**src/ptt_pkg.sv**
```systemverilog
/*
  ptt_pkg: constants, register map and carrier types of the pattern trigger timing block.
  assumes a 50 MHz system clock; the 107.136 ns delay step is produced by a fractional accumulator.
*/
package ptt_pkg;
  // ----------------------------------------------------------------
  // register map (byte addresses)
  // ----------------------------------------------------------------
  localparam logic [11:0] ADDR_CTRL = 12'h000;
  localparam logic [11:0] ADDR_IN_DLY = 12'h004;
  localparam logic [11:0] ADDR_OUT1_RISE = 12'h008;
  localparam logic [11:0] ADDR_OUT1_FALL = 12'h00c;
  localparam logic [11:0] ADDR_OUT2_RISE = 12'h010;
  localparam logic [11:0] ADDR_OUT2_PPP = 12'h014;
  localparam logic [11:0] ADDR_LOAD_CTRL = 12'h018;
  localparam logic [11:0] ADDR_LOAD_TIME = 12'h01c;
  localparam logic [11:0] ADDR_STATUS = 12'h020;
  // ----------------------------------------------------------------
  // control field positions
  // ----------------------------------------------------------------
  localparam int CTRL_INV1 = 0;
  localparam int CTRL_INV2 = 1;
  localparam int LOAD_START = 8;
  // ----------------------------------------------------------------
  // reset values
  // ----------------------------------------------------------------
  localparam logic [31:0] CTRL_RST = 32'h0000_0000;
  localparam logic [7:0] PPP_RST = 8'h01;
  // ----------------------------------------------------------------
  // timing
  // ----------------------------------------------------------------
  localparam int CLK_HZ = 50_000_000;
  // step of 107.136 ns expressed in picoseconds; the clock period in picoseconds
  localparam int STEP_PS = 107136;
  localparam int CLK_PS = 1_000_000_000 / (CLK_HZ / 1000);
  // accumulator: add CLK_PS each cycle, a tick whenever STEP_PS is crossed
  localparam logic [17:0] STEP_PS_W = 18'(STEP_PS);
  localparam logic [17:0] CLK_PS_W = 18'(CLK_PS);
  // signed offsets: lead window -20.05 us = 187 steps, lag +2.79 us = 26 steps, +7.29 us = 68 steps
  localparam int LEAD_NS = 20050;
  // rounded down: the notice comes exactly LEAD_STEPS ticks ahead, so a zero offset lands on the boundary
  localparam logic [8:0] LEAD_STEPS = 9'((LEAD_NS * 1000) / STEP_PS);
  localparam int LOAD_MS = 200;
  localparam int MS_CYCLES = CLK_HZ / 1000;
  localparam int LOAD_CYCLES = LOAD_MS * MS_CYCLES;

  typedef struct packed {
    logic [31:0] rdata;
    logic ready;
    logic err;
  } ptt_apb_rsp_s;
endpackage

```
**src/ptt_pattern_trigger_timing.sv**
```systemverilog
/*
  ptt_pattern_trigger_timing: trigger input qualification, two trigger outputs and image load timer.
  assumes exposure boundaries are announced ahead by the sequencer (scheduled events) and APB master.
*/
// Added by the designer: the APB register port and the address map.
// Summary of operation
// - delay trigger input rise by programmed steps
// - output one rise offset from exposure start
// - output one fall offset from exposure end
// - output one polarity set by invert bit
// - output two rise offset from exposure start
// - output two polarity set by invert bit
// - output two pulses every N patterns
// - image load reports elapsed milliseconds
// - two buffers, extra images cost reload
`timescale 1ns/1ps
module ptt_pattern_trigger_timing #(
  parameter int LOAD_CYCLES = ptt_pkg::LOAD_CYCLES,
  parameter int MS_CYCLES = ptt_pkg::MS_CYCLES
) (
  input wire logic clk,
  input wire logic rst,
  input wire logic clkEn,
  input wire logic psel,
  input wire logic penable,
  input wire logic pwrite,
  input wire logic [11:0] paddr,
  input wire logic [31:0] pwdata,
  output logic [31:0] prdata,
  output logic pready,
  output logic pslverr,
  input wire logic triggerInputOne,
  input wire logic exposureStartSoon,
  input wire logic exposureEndSoon,
  output logic triggerInputSeen,
  output logic triggerOutputOne,
  output logic triggerOutputTwo,
  output logic loadBusy
);
  logic [31:0] ctrl_reg;
  logic [17:0] inDly_reg;
  logic [9:0] rise1_reg, fall1_reg, rise2_reg;
  logic [7:0] ppp_reg;
  logic [7:0] loadIdx_reg;
  logic [15:0] loadMs_reg;
  logic [17:0] acc_reg;
  logic tick;
  // ----------------------------------------------------------------
  // step tick
  // ----------------------------------------------------------------
  // fractional accumulation keeps long-run step length exact at 107.136 ns
  wire [17:0] accSum = acc_reg + ptt_pkg::CLK_PS_W;
  wire accWrap = accSum >= ptt_pkg::STEP_PS_W;
  wire [17:0] accNext = accWrap ? accSum - ptt_pkg::STEP_PS_W : accSum;
  always_ff @(posedge clk or posedge rst) begin
    if (rst) begin
      acc_reg <= 18'h0;
      tick <= 1'b0;
    end else if (clkEn) begin
      acc_reg <= accNext;
      tick <= accWrap;
    end
  end
  // ----------------------------------------------------------------
  // apb slave
  // ----------------------------------------------------------------
  wire wr = psel && penable && pwrite && pready;
  wire rdAcc = psel && !penable;
  wire hitCtrl = paddr == ptt_pkg::ADDR_CTRL;
  wire hitIn = paddr == ptt_pkg::ADDR_IN_DLY;
  wire hitR1 = paddr == ptt_pkg::ADDR_OUT1_RISE;
  wire hitF1 = paddr == ptt_pkg::ADDR_OUT1_FALL;
  wire hitR2 = paddr == ptt_pkg::ADDR_OUT2_RISE;
  wire hitPpp = paddr == ptt_pkg::ADDR_OUT2_PPP;
  wire hitLc = paddr == ptt_pkg::ADDR_LOAD_CTRL;
  wire hitLt = paddr == ptt_pkg::ADDR_LOAD_TIME;
  wire hitSt = paddr == ptt_pkg::ADDR_STATUS;
  wire hitAny = hitCtrl | hitIn | hitR1 | hitF1 | hitR2 | hitPpp | hitLc | hitLt | hitSt;
  logic [31:0] rdMux;
  logic bufSlot_reg;
  logic [1:0] bufValid_reg;
  logic trigSeen_reg, out1Act_reg, out2Act_reg;
  always_comb begin
    if (hitCtrl) rdMux = ctrl_reg;
    else if (hitIn) rdMux = {14'h0, inDly_reg};
    else if (hitR1) rdMux = {22'h0, rise1_reg};
    else if (hitF1) rdMux = {22'h0, fall1_reg};
    else if (hitR2) rdMux = {22'h0, rise2_reg};
    else if (hitPpp) rdMux = {24'h0, ppp_reg};
    else if (hitLc) rdMux = {24'h0, loadIdx_reg};
    else if (hitLt) rdMux = {16'h0, loadMs_reg};
    else if (hitSt) rdMux = {25'h0, bufSlot_reg, bufValid_reg, out2Act_reg, out1Act_reg, trigSeen_reg, loadBusy};
    else rdMux = 32'h0;
  end
  logic loadStart;
  assign loadStart = wr && hitLc && pwdata[ptt_pkg::LOAD_START];
  always_ff @(posedge clk or posedge rst) begin
    if (rst) begin
      pready <= 1'b0;
      pslverr <= 1'b0;
      prdata <= 32'h0;
    end else if (clkEn) begin
      pready <= rdAcc;
      pslverr <= rdAcc && !hitAny;
      if (rdAcc) prdata <= rdMux;
    end
  end
  always_ff @(posedge clk or posedge rst) begin
    if (rst) begin
      ctrl_reg <= ptt_pkg::CTRL_RST;
      inDly_reg <= 18'h0;
      rise1_reg <= 10'h0;
      fall1_reg <= 10'h0;
      rise2_reg <= 10'h0;
      ppp_reg <= ptt_pkg::PPP_RST;
      loadIdx_reg <= 8'h0;
    end else if (clkEn && wr) begin
      if (hitCtrl) ctrl_reg <= {30'h0, pwdata[1:0]};
      if (hitIn) inDly_reg <= pwdata[17:0];
      if (hitR1) rise1_reg <= pwdata[9:0];
      if (hitF1) fall1_reg <= pwdata[9:0];
      if (hitR2) rise2_reg <= pwdata[9:0];
      if (hitPpp) ppp_reg <= (pwdata[7:0] == 8'h0) ? 8'h01 : pwdata[7:0];
      if (hitLc && !loadBusy) loadIdx_reg <= pwdata[7:0];
    end
  end
  // ----------------------------------------------------------------
  // trigger input delay
  // ----------------------------------------------------------------
  logic trigPrev_reg, trigWait_reg;
  logic [17:0] inCnt_reg;
  always_ff @(posedge clk or posedge rst) begin
    if (rst) begin
      trigPrev_reg <= 1'b0;
      trigWait_reg <= 1'b0;
      inCnt_reg <= 18'h0;
      trigSeen_reg <= 1'b0;
    end else if (clkEn) begin
      trigPrev_reg <= triggerInputOne;
      trigSeen_reg <= 1'b0;
      if (triggerInputOne && !trigPrev_reg && !trigWait_reg) begin
        trigWait_reg <= 1'b1;
        inCnt_reg <= inDly_reg;
        if (inDly_reg == 18'h0) begin
          trigWait_reg <= 1'b0;
          trigSeen_reg <= 1'b1;
        end
      end else if (trigWait_reg && tick) begin
        if (inCnt_reg <= 18'h1) begin
          trigWait_reg <= 1'b0;
          trigSeen_reg <= 1'b1;
        end
        inCnt_reg <= inCnt_reg - 18'h1;
      end
    end
  end
  assign triggerInputSeen = trigSeen_reg;
  // ----------------------------------------------------------------
  // edge schedulers
  // ----------------------------------------------------------------
  // offsets are signed step counts; the sequencer announces each boundary LEAD_STEPS ticks early,
  // so the edge fires after LEAD_STEPS + offset ticks from that notice
  wire [10:0] rise1Wait = 11'(ptt_pkg::LEAD_STEPS) + {rise1_reg[9], rise1_reg};
  wire [10:0] fall1Wait = 11'(ptt_pkg::LEAD_STEPS) + {fall1_reg[9], fall1_reg};
  wire [10:0] rise2Wait = 11'(ptt_pkg::LEAD_STEPS) + {rise2_reg[9], rise2_reg};
  logic [10:0] r1Cnt_reg, f1Cnt_reg, r2Cnt_reg, f2Cnt_reg;
  logic r1Arm_reg, f1Arm_reg, r2Arm_reg, f2Arm_reg;
  logic [7:0] patCnt_reg;
  wire pulseDue = patCnt_reg == 8'h0;
  always_ff @(posedge clk or posedge rst) begin
    if (rst) begin
      r1Cnt_reg <= 11'h0;
      f1Cnt_reg <= 11'h0;
      r2Cnt_reg <= 11'h0;
      f2Cnt_reg <= 11'h0;
      r1Arm_reg <= 1'b0;
      f1Arm_reg <= 1'b0;
      r2Arm_reg <= 1'b0;
      f2Arm_reg <= 1'b0;
      out1Act_reg <= 1'b0;
      out2Act_reg <= 1'b0;
      patCnt_reg <= 8'h0;
    end else if (clkEn) begin
      if (exposureStartSoon) begin
        r1Arm_reg <= 1'b1;
        r1Cnt_reg <= rise1Wait;
        if (pulseDue) begin
          r2Arm_reg <= 1'b1;
          r2Cnt_reg <= rise2Wait;
        end
        patCnt_reg <= pulseDue ? ppp_reg - 8'h1 : patCnt_reg - 8'h1;
      end else if (tick) begin
        if (r1Arm_reg) r1Cnt_reg <= r1Cnt_reg - 11'h1;
        if (r2Arm_reg) r2Cnt_reg <= r2Cnt_reg - 11'h1;
      end
      if (exposureEndSoon) begin
        f1Arm_reg <= 1'b1;
        f1Cnt_reg <= fall1Wait;
        f2Arm_reg <= out2Act_reg || r2Arm_reg;
        f2Cnt_reg <= fall1Wait;
      end else if (tick) begin
        if (f1Arm_reg) f1Cnt_reg <= f1Cnt_reg - 11'h1;
        if (f2Arm_reg) f2Cnt_reg <= f2Cnt_reg - 11'h1;
      end
      if (r1Arm_reg && r1Cnt_reg == 11'h0) begin
        r1Arm_reg <= 1'b0;
        out1Act_reg <= 1'b1;
      end
      if (f1Arm_reg && f1Cnt_reg == 11'h0) begin
        f1Arm_reg <= 1'b0;
        out1Act_reg <= 1'b0;
      end
      if (r2Arm_reg && r2Cnt_reg == 11'h0) begin
        r2Arm_reg <= 1'b0;
        out2Act_reg <= 1'b1;
      end
      if (f2Arm_reg && f2Cnt_reg == 11'h0) begin
        f2Arm_reg <= 1'b0;
        out2Act_reg <= 1'b0;
      end
    end
  end
  always_ff @(posedge clk or posedge rst) begin
    if (rst) begin
      triggerOutputOne <= 1'b0;
      triggerOutputTwo <= 1'b0;
    end else if (clkEn) begin
      triggerOutputOne <= out1Act_reg ^ ctrl_reg[ptt_pkg::CTRL_INV1];
      triggerOutputTwo <= out2Act_reg ^ ctrl_reg[ptt_pkg::CTRL_INV2];
    end
  end
  // ----------------------------------------------------------------
  // image load timing
  // ----------------------------------------------------------------
  // the flash copy itself is modelled as a fixed LOAD_CYCLES busy window; the measured
  // time is a single sample, not an average
  logic [31:0] loadCnt_reg;
  logic [31:0] msCnt_reg;
  always_ff @(posedge clk or posedge rst) begin
    if (rst) begin
      loadBusy <= 1'b0;
      loadCnt_reg <= 32'h0;
      msCnt_reg <= 32'h0;
      loadMs_reg <= 16'h0;
      bufSlot_reg <= 1'b0;
      bufValid_reg <= 2'h0;
    end else if (clkEn) begin
      if (loadStart && !loadBusy) begin
        loadBusy <= 1'b1;
        loadCnt_reg <= 32'(LOAD_CYCLES);
        msCnt_reg <= 32'h0;
        loadMs_reg <= 16'h0;
      end else if (loadBusy) begin
        loadCnt_reg <= loadCnt_reg - 32'h1;
        if (msCnt_reg == 32'(MS_CYCLES - 1)) begin
          msCnt_reg <= 32'h0;
          loadMs_reg <= loadMs_reg + 16'h1;
        end else begin
          msCnt_reg <= msCnt_reg + 32'h1;
        end
        if (loadCnt_reg == 32'h1) begin
          loadBusy <= 1'b0;
          bufValid_reg[bufSlot_reg] <= 1'b1;
          bufSlot_reg <= ~bufSlot_reg;
        end
      end
    end
  end
endmodule

```
**config.mk**
```make
export PLATFORM = sky130hd
export DESIGN_NAME = ptt_pattern_trigger_timing
export DESIGN_NICKNAME = d
export VERILOG_FILES = /design/src/ptt_pkg.sv /design/src/ptt_pattern_trigger_timing.sv
export SDC_FILE = /design/constraint.sdc
export NUM_CORES = 1
export LEC_CHECK = 0
export ABC_AREA = 1
export BUFFER_PORTS_ARGS = -buffer_cell sky130_fd_sc_hd__buf_2
export CAP_MARGIN = 20
export CELL_PAD_IN_SITES_DETAIL_PLACEMENT = 1
export CELL_PAD_IN_SITES_GLOBAL_PLACEMENT = 2
export CORE_ASPECT_RATIO = 0.75
export CORE_MARGIN = 2
export CORE_UTILIZATION = 36
export DETAILED_ROUTE_END_ITERATION = 10
export GPL_TIMING_DRIVEN = 0
export PLACE_DENSITY_LB_ADDON = 0.1
export RECOVER_POWER = 50
export SLEW_MARGIN = 20
export SYNTH_ARGS = -nofsm -noshare
export SYNTH_HDL_FRONTEND = slang
export SYNTH_SLANG_ARGS = --single-unit
```
**constraint.sdc**
```tcl
create_clock -name clk -period 11.85 [get_ports clk]
set_clock_uncertainty 0.15 [all_clocks]
set_input_delay 2.37 -clock clk [delete_from_list [all_inputs] [get_ports clk]]
set_output_delay 2.37 -clock clk [all_outputs]
set_load 0.05 [all_outputs]
```
* Word level (Yosys, flattened, before mapping) *
Cells that the tools add are included.

word-level totals
  logic and storage cells = 212
  output and inout port bits = 38
  flip-flop bits (word level) = 284

operators by class
  equal/unequal tests = 11
  magnitude comparators = 4
  bitwise operators = 13
  add/sub/neg operators = 15
  reduce and logical (&&, ||, !) cells = 73
  muxes and demuxes = 61

operators by type and width
  operator                  number
  $mux W32                  5
  $mux W16                  9
  $mux W11                  13
  $mux W18                  5
  $eq A12 B5 Y1 const B     4
  $logic_not A11 Y1         4
  $sub A11 B1 Y11 const B   4
  $reduce_bool A2 Y1        17
  $add A9 B10 Y11 const A   3
  $add A32 B1 Y32 const B   1
  $eq A32 B1 Y1 const B     1
  $eq A32 B16 Y1 const B    1
  $reduce_and A2 Y1         16
  $sub A32 B1 Y32 const B   1
  $mux W1                   25
  $eq A12 B4 Y1 const B     2
  $add A18 B15 Y18 const B  1
  $ge A18 B17 Y1 const B    1
  $le A18 B1 Y1 const B     1
  $logic_and A1 B1 Y1       18
  $logic_not A18 Y1         1
  $reduce_and A3 Y1         6
  $sub A18 B1 Y18 const B   1
  $sub A18 B17 Y18 const B  1
  19 further kinds          36

* Logic depth before layout (Yosys ltp) *
  depth in word-level cells = 11
  gate-level depth with buffers = 17
  gate-level depth less buffers = 17

* Least setup slack after synthesis *
No wires, ideal clock.

  kind = input to register
  start = input port paddr[11]
  end = register msCnt_reg[24]
  stages = 13
  path buffers = 1
  library setup time = 0.121 ns
  required time = 11.579 ns
  arrival time = 3.676 ns
  slack = 7.903 ns
  cells stage by stage = nor2_1 > nand2_2 > nor2_4 > nand2_2 > inv_4 > nand3_2 > nand2_2 > buf_6 > nand2_1 > nor3_2 > nand2_1 > o21ai_1 > a21oi_1

between the ends
  word-level cells in the longest chain between the ends = 6
  elaborated cells between the ends (all ways) = 7
  those cells by class = 1 x eq/ne; 1 x mux; 5 x reduce/logical

ends and longest elaborated chain
  item                                  RTL line                           RTL
  from (decl)                           ptt_pattern_trigger_timing.sv:27   input wire logic [11:0] paddr,
  $eq A12 B5 Y1 (*)                     ptt_pattern_trigger_timing.sv:75   wire hitLc = paddr == ptt_pkg::ADDR_LOAD_CTRL;
  $logic_and A1 B1 Y1 (*) (2 in a row)  ptt_pattern_trigger_timing.sv:96   assign loadStart = wr && hitLc && pwdata[ptt_pkg::LOAD_START];
  $logic_and A1 B1 Y1 (*)               ptt_pattern_trigger_timing.sv:248  if (loadStart && !loadBusy) begin
  $reduce_bool A2 Y1 (no line)          --
  $reduce_and A2 Y1 (no line)           --
  to (signal assigned)                  ptt_pattern_trigger_timing.sv:259  msCnt_reg <= msCnt_reg + 32'h1;
  to (decl)                             ptt_pattern_trigger_timing.sv:238  logic [31:0] msCnt_reg;

Mark *: on every way between the ends. The rest lies on a longest branch, timed or not.
A chain may end at the register's enable or synchronous reset.

* Final worst setup path *
  start = input port clkEn
  end = register loadCnt_reg[26]

between the ends
  word-level cells in the longest chain between the ends = 1

ends and longest elaborated chain
  item                         RTL line                           RTL
  from (decl)                  ptt_pattern_trigger_timing.sv:23   input wire logic clkEn,
  $reduce_and A2 Y1 (no line)  --
  to (signal assigned)         ptt_pattern_trigger_timing.sv:250  loadCnt_reg <= 32'(LOAD_CYCLES);
  to (signal assigned)         ptt_pattern_trigger_timing.sv:254  loadCnt_reg <= loadCnt_reg - 32'h1;
  to (decl)                    ptt_pattern_trigger_timing.sv:237  logic [31:0] loadCnt_reg;

Every way passes these cells.

==> metrics.md <==
| Metric | Value |
|---|---|
| Die area | `0.04522 mm²` |
| Static leakage | `0.008498 µW` |
| DRC | `0` |
| Max VDD drop | `0.0001013 V` |
| Vias in the first global route | `between 15000 and 20000` |
| Wirelength per Cell | `around 19 µm` |
| Post-CTS sizing | `0` |
| Warnings from Yosys | `0` |
| Kind of critical path | `in2reg` |
| Final setup TNS | `0 ns` |
| Final wirelength | `around 55000 µm` |
| Largest net degree at the start of global routing | `between 90 and 100` |
| Total grt overflow | `0` |
| Total CTS buffers | `34` |
| Chip width | `~240 µm` |
| CTS sink count | `around 270` |
| Clk_lat worst skew | `~0.52 ns` |
| Worst-path clk slew | `about 0.050 ns` |
| Yosys reg bits | `around 270` |
| Slew headroom | `-1.082` |
| Via density per instance | `approximately 5.2` |
| Failing checks | `max-capacitance violations, max-slew violations` |
| Fin crit share | `0.4260` |
| Synthesized netlist cell count | `2136` |
| Dpl hpwl | `42300 µm` |
| Yosys top cell area share | `0.4217` |
| Die Height | `about 180 µm` |
| Filler cells | `~5400` |
| CP Launch Type | `input pin` |
| Crit. End Element | `flop` |
| Antenna-violating nets left | `0` |
| Post-CTS Hold Fix Bufs | `0` |
| Area Overhead vs Synth | `14.40%` |
| Tot GR Track Use | `0.2486` |
| Switch Pwr | `1053 µW` |
| Combinational share of power | `0.264` |
| MaxCap Viol Count | `1` |
| Final Wtd Congestion | `slightly below 0.9` |
| Initial antenna violation count | `3` |
| Deepest clock path buffer count | `3` |
| Fmax | `198.1 MHz` |
| Crit-path cells | `clkbuf_1 -> inv_1 -> nor2_1 -> inv_1 -> nor4_1 -> clkbuf_1 -> nor3_1` |
| Hold WS | `around 0.33 ns` |
| Unique masters post-synth | `slightly above 60` |
| Initial Util | `0.3627` |
| Int Pwr | `around 1900 µW` |
| Slew @ Worst Pin | `slightly above 3 ns` |
| Setup repair bufs after CTS | `0` |
| Synth Area per Inst | `~7.3 µm²` |
| WP data arrival | `between 5 and 6 ns` |
| Hold Crit Class | `reg2reg` |
| Cell family with most CP delay | `buffers and inverters` |
| Final min period | `approximately 5.0 ns` |
| DR vias | `~15000` |
| RSZ-0062 raised after global routing | `no` |
| # port buffers | `between 50 and 60` |
| Worst slack, placed | `between 7 and 8 ns` |
| First-pass GRT wire length | `around 88000 µm` |
| PwrDens | `around 170 mW/mm²` |
| Slew Limit Fails | `63` |
| H-tree Lvls | `2` |
| Design area | `~0.018 mm²` |
| FP Rows | `between 60 and 70` |
| Root buf cell | `clkbuf_16` |
| Top cell type by total area after synthesis | `dfrtp_1` |
| Setup ws final | `~6.8 ns` |
| Top post-synthesis cells by area | `dfrtp_1 42%, nand2_1 12%, o21ai_0 7.1%` |
| Layout Nets | `roughly 2300` |
| CTS tree | `done` |
| DR pass1 iterations | `5` |
| # IOs | `91` |
| Status | `finished with violations` |
| Core Box Area | `roughly 0.043 mm²` |
| Total Power | `about 3000 µW` |
| Crit path buf inv count | `4` |
| Final setup vio count | `0` |
| Critical Path RT | `around 12 ns` |
| Worst-path fanout max | `10` |
| Register area share after synthesis | `0.4234` |
| Placed cell area | `between 0.015 and 0.02 mm²` |
| Share of cells above drive strength 1 | `0.08410` |
| Master of the slowest instance on the critical path | `nor2_1` |
| Initial DRC Count | `approximately 990` |
| Sw frac | `0.3531` |
| Endpoints failing hold | `0` |
| Mapped Area | `between 0.015 and 0.02 mm²` |
| Clock share of power | `0.357` |
| Seq pwr share | `0.380` |
| Crit-path max cell delay | `between 0.7 and 0.8 ns` |
## layout make-up
cell class / count / area [µm²] / share of cell area
multi-input cells: 1544 / 7696 / 0.4294
flip-flops and latches: 265 / 6633 / 0.3701
clock buffers: 51 / 1028 / 0.05739
inverters: 267 / 1006 / 0.05613
well taps: 578 / 723.2 / 0.04035
plain buffers: 73 / 365.4 / 0.02039
repair buffers: 62 / 362.8 / 0.02025
clock inverters: 9 / 97.59 / 0.005445
diodes: 4 / 10.01 / 0.0005585
## metal layers
layer,part of all wire,up-vias,track usage
li1,-,7245,-
met1,0.51,7408,0.3734
met2,0.43,259,0.3781
met3,0.045,48,0.03713
met4,0.016,0,0.04780
met5,0,-,0
## cells in the mapped netlist, drive strengths merged
library cell and n:
a21boi 1, nor3 68, nor2 258, inv 265
a31o 1, conb 1, a41oi 1, o21ai 232
o211ai 8, a211oi 1, o41ai 1, nand3b 7
o31ai 19, o2111ai 2, o21a 5, and3 4
nand4 45, a21o 2, o221ai 10, a31oi 28
dfstp 1, xnor2 14, a21oi 78, dfrtp 264
or2 9, nand2 503, o21bai 2, a22oi 3
xor2 55, o31a 1, and2 1, nor4 19
nand3 119, clkbuf 41, a32o 1, nor3b 6
ha 17, buf 32, o22ai 9, clkinv 2
## power by group through the flow
| stage | Sequential, µW | Clock [µW] | Combinational [µW] |
|---|---|---|---|
| global route | 1150 | 1130 | 912 |
| detailed placement | 1140 | 0 | 792 |
| finish | 1130 | 1060 | 786 |
| floorplan | 1120 | 0 | 596 |
| global placement | 1140 | 0 | 761 |
| CTS | 1130 | 1090 | 796 |
## tightest hold or removal path: stages (launching register included)
cell and delay, ns:
dfrtp_1 0.34, nand2_1 0.05, o31ai_1 0.05
## kinds of logic (layout without fill, tap and decap cells)
group | count (synthesis) | count (layout) | share of synthesized area
adders and majority gates | 17 | 17 | 0.01358
xor gates and xnor gates | 69 | 69 | 0.03905
other | 1 | 18 | 0.0002394
and+or+nand+nor | 1039 | 1039 | 0.2919
DFF | 265 | 265 | 0.4234
buffers and inverters | 340 | 462 | 0.08777
AOI/OAI and AO/OA | 405 | 405 | 0.1441
## cells in the final DEF (no fill, tap or decap), types with 43 or more instances in the layout
cell type  count
nand2_1      497
dfrtp_1      264
inv_1        255
nor2_1       246
o21ai_0      221
nand3_1      112
a21oi_1       77
clkbuf_1      65
nor3_1        62
buf_2         57
xor2_1        54
nand4_1       43
## metrics by stage
step / cells / utilization
floorplan: 2149 / -
detailed placement: 2789 / 0.3895
global placement: 2786 / 0.3875
global route: 2851 / 0.4149
CTS: 2849 / 0.4156
finish: 2853 / 0.4150
## worst paths after layout
check / startpoint / endpoint / slack, ns / cells after the start
hold reg to reg: loadMs_reg[3]$_DFFE_PP0P_ / loadMs_reg[3]$_DFFE_PP0P_ / 0.33 / 2
setup / recovery: clkEn / loadCnt_reg[26]$_DFFE_PP0P_ / 6.80 / 7
min in group asynchronous: rst / acc_reg[8]$_DFFE_PP0P_ / 2.59 / 2
max in group asynchronous: rst / ppp_reg[0]$_DFFE_PP1P_ / 6.91 / 5
setup reg to reg: pready$_DFFE_PP0P_ / loadCnt_reg[26]$_DFFE_PP0P_ / 8.84 / 6
hold / removal: loadMs_reg[3]$_DFFE_PP0P_ / loadMs_reg[3]$_DFFE_PP0P_ / 0.33 / 2
Power figures use the tool's default switching activity.
